===== src/rtl/branch_unit_pkg.sv =====
// Constants, field layouts and types shared by the conditional branch and skip unit.
// Assumes a single 10 MHz core clock and a byte-addressed Avalon-MM register port.
package branch_unit_pkg;

  // ----------------------------------------------------------------
  // Register map (byte offsets, one aligned 32-bit word each)
  // ----------------------------------------------------------------
  localparam logic [4:0] REG_CMD_OFS = 5'h00;
  localparam logic [4:0] REG_OPERAND_OFS = 5'h04;
  localparam logic [4:0] REG_STATUS_OFS = 5'h08;
  localparam logic [4:0] REG_PC_OFS = 5'h0c;
  localparam logic [4:0] REG_STATE_OFS = 5'h10;

  // ----------------------------------------------------------------
  // Field positions
  // ----------------------------------------------------------------
  localparam int CMD_OP_POS = 0;
  localparam int CMD_SEL_POS = 4;
  localparam int OPND_OFFSET_POS = 0;
  localparam int OPND_TWO_WORD_POS = 8;
  localparam int STATE_BUSY_POS = 0;
  localparam int STATE_TAKEN_POS = 1;
  localparam int STATE_REFUSED_POS = 2;
  localparam int STATE_CYCLES_POS = 4;

  // Flag positions inside status_register
  localparam int FLAG_CARRY_POS = 0;
  localparam int FLAG_NEG_POS = 2;
  localparam int FLAG_OVF_POS = 3;

  // ----------------------------------------------------------------
  // Reset values
  // ----------------------------------------------------------------
  localparam logic [7:0] STATUS_RESET = 8'h00;
  localparam logic [6:0] OFFSET_RESET = 7'h00;

  // ----------------------------------------------------------------
  // Cycle counts per outcome
  // ----------------------------------------------------------------
  localparam logic [1:0] CYC_NOT_TAKEN = 2'h1;
  localparam logic [1:0] CYC_TAKEN = 2'h2;
  localparam logic [1:0] CYC_SKIP_ONE = 2'h2;
  localparam logic [1:0] CYC_SKIP_TWO = 2'h3;

  // Instruction codes written into the command register
  typedef enum logic [3:0] {
    skip_io_clear_op = 4'h0,
    skip_io_set_op = 4'h1,
    branch_flag_set_op = 4'h2,
    branch_flag_clear_op = 4'h3,
    branch_carry_clear_op = 4'h4,
    branch_same_higher_op = 4'h5,
    branch_signed_ge_op = 4'h6,
    branch_signed_lt_op = 4'h7
  } op_t;

  // Sequencer states, one-hot
  typedef enum logic [2:0] {
    ST_IDLE = 3'b001,
    ST_DECIDE = 3'b010,
    ST_HOLD = 3'b100
  } state_t;

endpackage : branch_unit_pkg


===== src/rtl/branch_cond_if.sv =====
// Bundle between the sequencer and the condition evaluator.
// Assumes both ends sit in the same clock domain; the evaluator is purely combinational.
interface branch_cond_if;
  logic [3:0] op;
  logic [2:0] sel;
  logic [7:0] status;
  logic [7:0] io_value;
  logic taken;
  logic legal;

  modport requester (output op, output sel, output status, output io_value,
                     input taken, input legal);
  modport evaluator (input op, input sel, input status, input io_value,
                     output taken, output legal);
endinterface : branch_cond_if


===== src/rtl/branch_cond_eval.sv =====
// Condition evaluator: decides whether a branch is taken or a skip happens.
// Assumes its inputs are stable through the decide cycle of the sequencer.
module branch_cond_eval
  import branch_unit_pkg::*;
(
  branch_cond_if.evaluator cond
);

  // ----------------------------------------------------------------
  // Flag and I/O bit tests
  // ----------------------------------------------------------------
  logic carry;
  logic sign_test;
  logic sel_flag;
  logic sel_io;

  assign carry = cond.status[FLAG_CARRY_POS];
  // Signed compares look at negative xor overflow, not at either alone
  assign sign_test = cond.status[FLAG_NEG_POS] ^ cond.status[FLAG_OVF_POS];
  assign sel_flag = cond.status[cond.sel];
  assign sel_io = cond.io_value[cond.sel];

  // Outcome per instruction code
  always_comb begin
    cond.taken = 1'b0;
    cond.legal = 1'b1;
    case (cond.op)
      skip_io_clear_op: cond.taken = ~sel_io;
      skip_io_set_op: cond.taken = sel_io;
      branch_flag_set_op: cond.taken = sel_flag;
      branch_flag_clear_op: cond.taken = ~sel_flag;
      branch_carry_clear_op: cond.taken = ~carry;
      branch_same_higher_op: cond.taken = ~carry;
      branch_signed_ge_op: cond.taken = ~sign_test;
      branch_signed_lt_op: cond.taken = sign_test;
      default: cond.legal = 1'b0;
    endcase
  end

endmodule : branch_cond_eval


===== src/rtl/branch_skip_unit.sv =====
// Conditional branch and skip unit with an Avalon-MM register port.
// Assumes the bus master follows Avalon-MM waitrequest rules and that io_reg_i is
// synchronous to clk_sys_i.
//
// The Avalon-MM slave port and the register offsets are this design's own decisions.

module branch_skip_unit
  import branch_unit_pkg::*;
#(
  parameter int PC_WIDTH = 16
) (
  // Clock and reset
  input wire logic clk_sys_i,
  input wire logic rst_i,
  // Avalon-MM slave
  input wire logic [4:0] address_i,
  input wire logic read_i,
  input wire logic write_i,
  input wire logic [31:0] writedata_i,
  input wire logic [3:0] byteenable_i,
  output logic [31:0] readdata_o,
  output logic waitrequest_o,
  // I/O register under test
  input wire logic [7:0] io_reg_i,
  // Core view
  output logic [PC_WIDTH-1:0] pc_o,
  output logic busy_o,
  output logic taken_o
);

  // ----------------------------------------------------------------
  // Elaboration checks
  // ----------------------------------------------------------------
  generate
    if (PC_WIDTH < 8 || PC_WIDTH > 32) begin : g_bad_width
      $error("PC_WIDTH must lie between 8 and 32");
    end
  endgenerate

  // ----------------------------------------------------------------
  // Declarations
  // ----------------------------------------------------------------
  branch_cond_if cond ();

  state_t state;
  logic [31:0] wmask;
  logic bus_wr;
  logic bus_rd;
  logic [3:0] op_q;
  logic [2:0] sel_q;
  logic [6:0] offset_q;
  logic two_word_q;
  logic [7:0] status_register;
  logic [PC_WIDTH-1:0] pc_target;
  logic [1:0] cycles_left;
  logic [1:0] last_cycles;
  logic refused;
  logic cmd_write;
  logic cmd_accept;
  logic next_refused;
  logic [PC_WIDTH-1:0] offset_ext;
  logic [PC_WIDTH-1:0] next_target;
  logic [1:0] next_cycles;
  logic is_skip;
  logic [31:0] next_readdata;

  // ----------------------------------------------------------------
  // Condition evaluator
  // ----------------------------------------------------------------
  assign cond.op = op_q;
  assign cond.sel = sel_q;
  assign cond.status = status_register;
  assign cond.io_value = io_reg_i;

  branch_cond_eval u_eval (
    .cond(cond)
  );

  // ----------------------------------------------------------------
  // Avalon-MM handshake
  // ----------------------------------------------------------------
  // A request is answered one cycle after it is seen; the access completes at the
  // edge where waitrequest is low, so every access costs exactly two cycles.
  assign bus_wr = write_i & ~waitrequest_o;
  assign bus_rd = read_i & waitrequest_o;   // Read seen, answer not given yet
  assign wmask = {{8{byteenable_i[3]}}, {8{byteenable_i[2]}},
                  {8{byteenable_i[1]}}, {8{byteenable_i[0]}}};

  // Waitrequest drops for one cycle per request, then rises again
  always_ff @(posedge clk_sys_i or posedge rst_i) begin
    if (rst_i) begin
      waitrequest_o <= 1'b1;
    end else if (!waitrequest_o) begin
      waitrequest_o <= 1'b1;
    end else if (read_i || write_i) begin
      waitrequest_o <= 1'b0;
    end
  end

  // Read mux; unmapped offsets read zero
  always_comb begin
    next_readdata = 32'h0000_0000;
    case (address_i)
      REG_CMD_OFS: begin
        next_readdata[CMD_OP_POS +: 4] = op_q;
        next_readdata[CMD_SEL_POS +: 3] = sel_q;
      end
      REG_OPERAND_OFS: begin
        next_readdata[OPND_OFFSET_POS +: 7] = offset_q;
        next_readdata[OPND_TWO_WORD_POS] = two_word_q;
      end
      REG_STATUS_OFS: next_readdata[7:0] = status_register;
      REG_PC_OFS: next_readdata[PC_WIDTH-1:0] = pc_o;
      REG_STATE_OFS: begin
        next_readdata[STATE_BUSY_POS] = busy_o;
        next_readdata[STATE_TAKEN_POS] = taken_o;
        next_readdata[STATE_REFUSED_POS] = refused;
        next_readdata[STATE_CYCLES_POS +: 2] = last_cycles;
      end
      default: next_readdata = 32'h0000_0000;
    endcase
  end

  // Read data is captured as waitrequest drops and stands through the taking edge
  always_ff @(posedge clk_sys_i or posedge rst_i) begin
    if (rst_i) begin
      readdata_o <= 32'h0000_0000;
    end else if (bus_rd) begin
      readdata_o <= next_readdata;
    end
  end

  // ----------------------------------------------------------------
  // Command and operand registers
  // ----------------------------------------------------------------
  assign cmd_write = bus_wr && (address_i == REG_CMD_OFS) && byteenable_i[0];
  assign cmd_accept = cmd_write && (state == ST_IDLE);

  // Instruction code and bit select are latched only when a command is accepted
  always_ff @(posedge clk_sys_i or posedge rst_i) begin
    if (rst_i) begin
      op_q <= 4'h0;
      sel_q <= 3'h0;
    end else if (cmd_accept) begin
      op_q <= writedata_i[CMD_OP_POS +: 4];
      sel_q <= writedata_i[CMD_SEL_POS +: 3];
    end
  end

  // Operand register; frozen while an instruction is in flight
  always_ff @(posedge clk_sys_i or posedge rst_i) begin
    if (rst_i) begin
      offset_q <= OFFSET_RESET;
      two_word_q <= 1'b0;
    end else if (bus_wr && address_i == REG_OPERAND_OFS && state == ST_IDLE) begin
      if (byteenable_i[0]) begin
        offset_q <= writedata_i[OPND_OFFSET_POS +: 7];
      end
      if (byteenable_i[1]) begin
        two_word_q <= writedata_i[OPND_TWO_WORD_POS];
      end
    end
  end

  // Flags are written by software only; no branch ever alters them
  always_ff @(posedge clk_sys_i or posedge rst_i) begin
    if (rst_i) begin
      status_register <= STATUS_RESET;
    end else if (bus_wr && address_i == REG_STATUS_OFS && byteenable_i[0]
                 && state == ST_IDLE) begin
      status_register <= writedata_i[7:0];
    end
  end

  // ----------------------------------------------------------------
  // Refused-command flag
  // ----------------------------------------------------------------
  // A command while busy, or an unknown code, sets the flag; writing one to it
  // in the state register clears it, but a new refusal in that cycle wins.
  always_comb begin
    next_refused = refused;
    if (bus_wr && address_i == REG_STATE_OFS && byteenable_i[0]
        && writedata_i[STATE_REFUSED_POS]) begin
      next_refused = 1'b0;
    end
    if ((cmd_write && state != ST_IDLE) || (state == ST_DECIDE && !cond.legal)) begin
      next_refused = 1'b1;
    end
  end

  always_ff @(posedge clk_sys_i or posedge rst_i) begin
    if (rst_i) begin
      refused <= 1'b0;
    end else begin
      refused <= next_refused;
    end
  end

  // ----------------------------------------------------------------
  // Target and duration of the current instruction
  // ----------------------------------------------------------------
  assign offset_ext = {{(PC_WIDTH-7){offset_q[6]}}, offset_q};
  assign is_skip = (op_q == skip_io_set_op) || (op_q == skip_io_clear_op);

  // Branch target is PC plus signed offset plus one; a skip steps over the next
  // instruction, whose length the operand register announces.
  always_comb begin
    next_target = pc_o + PC_WIDTH'(1);
    next_cycles = CYC_NOT_TAKEN;
    if (cond.legal && cond.taken) begin
      if (is_skip) begin
        if (two_word_q) begin
          next_target = pc_o + PC_WIDTH'(3);
          next_cycles = CYC_SKIP_TWO;
        end else begin
          next_target = pc_o + PC_WIDTH'(2);
          next_cycles = CYC_SKIP_ONE;
        end
      end else begin
        next_target = pc_o + offset_ext + PC_WIDTH'(1);
        next_cycles = CYC_TAKEN;
      end
    end
  end

  // ----------------------------------------------------------------
  // Sequencer
  // ----------------------------------------------------------------
  // The decide cycle is the first cycle of the instruction; any extra cycles are
  // spent in the hold state so the PC moves only at the last one.
  always_ff @(posedge clk_sys_i or posedge rst_i) begin
    if (rst_i) begin
      state <= ST_IDLE;
      cycles_left <= 2'h0;
      pc_target <= '0;
    end else begin
      case (state)
        ST_IDLE: begin
          if (cmd_accept) begin
            state <= ST_DECIDE;
          end
        end
        ST_DECIDE: begin
          pc_target <= next_target;
          cycles_left <= next_cycles - 2'h1;
          if (next_cycles == CYC_NOT_TAKEN) begin
            state <= ST_IDLE;
          end else begin
            state <= ST_HOLD;
          end
        end
        ST_HOLD: begin
          cycles_left <= cycles_left - 2'h1;
          if (cycles_left == 2'h1) begin
            state <= ST_IDLE;
          end
        end
        default: state <= ST_IDLE;
      endcase
    end
  end

  // Busy covers exactly the cycles the instruction takes
  always_ff @(posedge clk_sys_i or posedge rst_i) begin
    if (rst_i) begin
      busy_o <= 1'b0;
    end else if (cmd_accept) begin
      busy_o <= 1'b1;
    end else if ((state == ST_DECIDE && next_cycles == CYC_NOT_TAKEN)
                 || (state == ST_HOLD && cycles_left == 2'h1)) begin
      busy_o <= 1'b0;
    end
  end

  // Outcome and duration are registered at the decide edge and reported from the next cycle onward
  always_ff @(posedge clk_sys_i or posedge rst_i) begin
    if (rst_i) begin
      taken_o <= 1'b0;
      last_cycles <= 2'h0;
    end else if (state == ST_DECIDE) begin
      taken_o <= cond.legal & cond.taken;
      last_cycles <= next_cycles;
    end
  end

  // ----------------------------------------------------------------
  // Program counter
  // ----------------------------------------------------------------
  // Reset returns to the program start; software may reposition it while idle.
  // A not-taken instruction advances at the decide edge, others at the last hold edge.
  always_ff @(posedge clk_sys_i or posedge rst_i) begin
    if (rst_i) begin
      pc_o <= '0;
    end else if (state == ST_DECIDE && next_cycles == CYC_NOT_TAKEN) begin
      pc_o <= next_target;
    end else if (state == ST_HOLD && cycles_left == 2'h1) begin
      pc_o <= pc_target;
    end else if (bus_wr && address_i == REG_PC_OFS && state == ST_IDLE) begin
      pc_o <= (pc_o & ~wmask[PC_WIDTH-1:0]) | (writedata_i[PC_WIDTH-1:0] & wmask[PC_WIDTH-1:0]);
    end
  end

endmodule : branch_skip_unit


===== config.mk =====
export PLATFORM = sky130hd
export DESIGN_NAME = branch_skip_unit
export DESIGN_NICKNAME = d
export VERILOG_FILES = /design/src/rtl/branch_unit_pkg.sv /design/src/rtl/branch_cond_if.sv /design/src/rtl/branch_cond_eval.sv /design/src/rtl/branch_skip_unit.sv
export SDC_FILE = /design/constraint.sdc
export NUM_CORES = 1
export LEC_CHECK = 0
export ABC_AREA = 1
export ABC_CLOCK_PERIOD_IN_PS = 6900
export BUFFER_PORTS_ARGS = -buffer_cell sky130_fd_sc_hd__buf_2
export CORE_MARGIN = 2
export CORE_UTILIZATION = 60
export CTS_CLUSTER_DIAMETER = 120
export DETAILED_ROUTE_END_ITERATION = 6
export PLACE_DENSITY = 0.88
export SLEW_MARGIN = 20
export SYNTH_ARGS = -nofsm -noshare
export SYNTH_HDL_FRONTEND = slang
export SYNTH_HIERARCHICAL = 1
export SYNTH_SLANG_ARGS = --single-unit

===== constraint.sdc =====
create_clock -name clk_sys_i -period 6.9 [get_ports clk_sys_i]
set_clock_uncertainty 0.1 [all_clocks]
set_input_delay 1.035 -clock clk_sys_i [delete_from_list [all_inputs] [get_ports clk_sys_i]]
set_output_delay 1.035 -clock clk_sys_i [all_outputs]
set_load 0.1 [all_outputs]

==> impl_metrics.toml <==
[status]
status = "finished clean"

[logic_synthesis]
ys.warnings.count = 6
synth_seq_area_share = 0.3420
netlist-cell-type-count = 43
async_flop_share = 1.000
yosysTopAreaCell = "dfrtp_1"
synth_seq_cells = 81
yosys-top-cells-area = "dfrtp_1, nand2_1, inv_1"
syn_area_per_cell_um2 = 6.623
syn-instance-count = 896
synth_edf_count = 0
synth_flop_cell = "dfrtp_1"
synth_area_um2 = 5934
yosysTopAreaCellShare = 0.3331

[cts]
cts-resized-gates = 0
cts_root_buf = "clkbuf_8"
cts_hold_buf = 0
htreeDepth = 3
path_clk_slew_ns = 0.09
cts.path.max_buffers = 2
cts.sinks = 81
numCtsBuffers = 9
cts_setup_buffers = 0
clock_latency_ns = 0.37
cts_tree = "built"

[timing]
setup_viol = 0
period_share = 0.5370
post-route-worst-setup-slack_ns = 3.195
timing.fmax_ghz = 0.2699
tns_ns = 0
hold_violations = 0
layout_min_cycle_time_ns = 3.705
tightest_slew_ns = 0.8513
slew_violations = 0
slew_headroom = 0.4311
rsz0062_at_grt = "no"

[flow_run]
drv_cap = 0

[layout]
final_util = 0.6725
fin_nets = 1031
design_area_um2 = 6513
fin_cells = 1095
n_fill_cell = 877
diodes = 0
drive_above_1_share = 0.1154
area_growth_pct = 9.741

[detailed_routing]
drc = 0
vias = 6195
drt.antenna.violating_nets = 0
drtIter0Drc = 664
drt-total-wl_um = 16710
via_per_inst = 5.658
first_pass_iters = 6
wire_per_inst_um = 15.26

[floorplanning]
io_pins = 104
die_w_um = 103.5
initial_utilization = 0.6128
rows = 36
core_area_um2 = 9684
dieArea_um2 = 10700
die_h_um = 103.5

[grt]
grt_pass1_wl_um = 26450
antenna_found_initial = 0
grt_pass1_vias = 5397
track_usage = 0.3222
grt_overflow = 0
grt_max_degree = 82

[place]
place_ws_ns = 2.982
placed_area_um2 = 6297
place.gp.congestion = 0.9249
numPortBuffers = 69
dp_hpwl_um = 12550
dpl.cell_count = 1079

[setup_path]
worstSetupEndpointType = "register"
max_stage_delay_ns = 0.69
critPathBufInv = 4
cpLargestDelayFamily = "simple AND/OR/NAND/NOR gates"
path_common_cell = "nand2_1"
cp_data_arrival_time_ns = 3.86
crit_path_top_delay_cell = "clkinv_1"
path_max_fanout = 19
critPathKind = "reg -> reg"
path_cells = "inv_1, nand2_1, nand3_1, nand3_1, nand2_1, nand2_1, nand2_1, nor2_1, nand2_1, nand2_1, clkinv_1, nand2_1, inv_1, o21ai_0, inv_1, nand2_1, a31oi_1"
worst_ep_required_time_ns = 7.05
start_kind = "register"

[hold_path]
hp-class = "reg -> reg"

[power_and_ir_drop]
ir_worst_vdd_uv = 175.3
power_density_nw_per_um2 = 241.8
p_leak_nw = 3.459
stage by stage:
stage	total power, mW	hold WS [ns]
2_1_floorplan	1.057	0.3493
3_3_place_gp	1.174	0.3587
3_5_place_dp	1.183	0.3608
4_1_cts	1.559	0.3835
5_1_grt	1.669	0.4085
6_report	1.574	0.3805
worst min-delay path, stage by stage (launching register included):
cell	delay [ns]
dfrtp_1	0.35
nand2_1	0.05
o31ai_1	0.05
metal layers:
metal | up-vias | GRT usage | part of all wire
met5 | - | 0 | 0
met4 | 0 | 0.07692 | 0.014
met3 | 27 | 0.06720 | 0.10
met2 | 332 | 0.4824 | 0.43
met1 | 2837 | 0.4792 | 0.45
li1 | 2999 | - | -
path summary, 6_finish.rpt:
path | from | end | slack [ns] | cells past startpoint
max | cond.sel[0] | register | 3.19 | 17
min reg2reg | readdata_o[11] | readdata_o[11] | 0.38 | 2
min | readdata_o[11] | readdata_o[11] | 0.38 | 2
max reg2reg | cond.sel[0] | register | 3.19 | 17
max in group asynchronous | rst_i | pc_target[14] | 5.45 | 3
min in group asynchronous | rst_i | cycles_left[1] | 0.76 | 3
area by class of cell:
cell class,instances,area (um^2),share of cell area
clock buffer,11,151.4,0.02325
clock inverter,5,60.06,0.009222
inverter,132,496.7,0.07627
timing repair buffer,71,364.1,0.05591
sequential,81,2029,0.3116
multi-input combinational,662,3244,0.4982
tap,133,166.4,0.02555
cell usage in the layout (no fill, tap or decap), types with 16 or more instances in the layout:
cell type  netlist  routed
a21oi_1         47      47
buf_2            7      69
conb_1           1      16
dfrtp_1         79      79
ha_1            20      20
inv_1          123     122
nand2_1        271     271
nand3_1         88      88
nor2_1          65      64
o21ai_0         60      60
kinds of logic after synthesis:
logic type,Yosys count,synth area share
AOI/OAI and AO/OA,153,0.1461
xor gates and xnor gates,10,0.01476
adders and majority gates,21,0.04554
buffers and inverters,168,0.1212
DFF,81,0.3420
muxes,1,0.001897
other,1,0.0006319
and+or+nand+nor,461,0.3279
synth_stat cells, drive strengths merged (2+ instances only):
cell and number:
nand2 275, inv 128, nand3 89, dfrtp 79, nor2 70, o21ai 62
a21oi 47, buf 26, ha 20, nand4 13, clkbuf 10, a31oi 9
o211ai 9, nor3 8, xor2 8, o31ai 7, o21bai 5, clkinv 4
o22ai 4, or2 4, a22oi 3, o2111ai 3, dfstp 2, nand3b 2
xnor2 2
where the power goes:
| part | switching (mW) | leakage [nW] | internal [mW] | total [mW] |
|---|---|---|---|---|
| registers | 0.0491 | 0.947 | 0.501 | 0.551 |
| logic | 0.483 | 2.41 | 0.160 | 0.642 |
| clock network | 0.193 | 0.106 | 0.189 | 0.382 |
(Power assumes the default switching activity.)
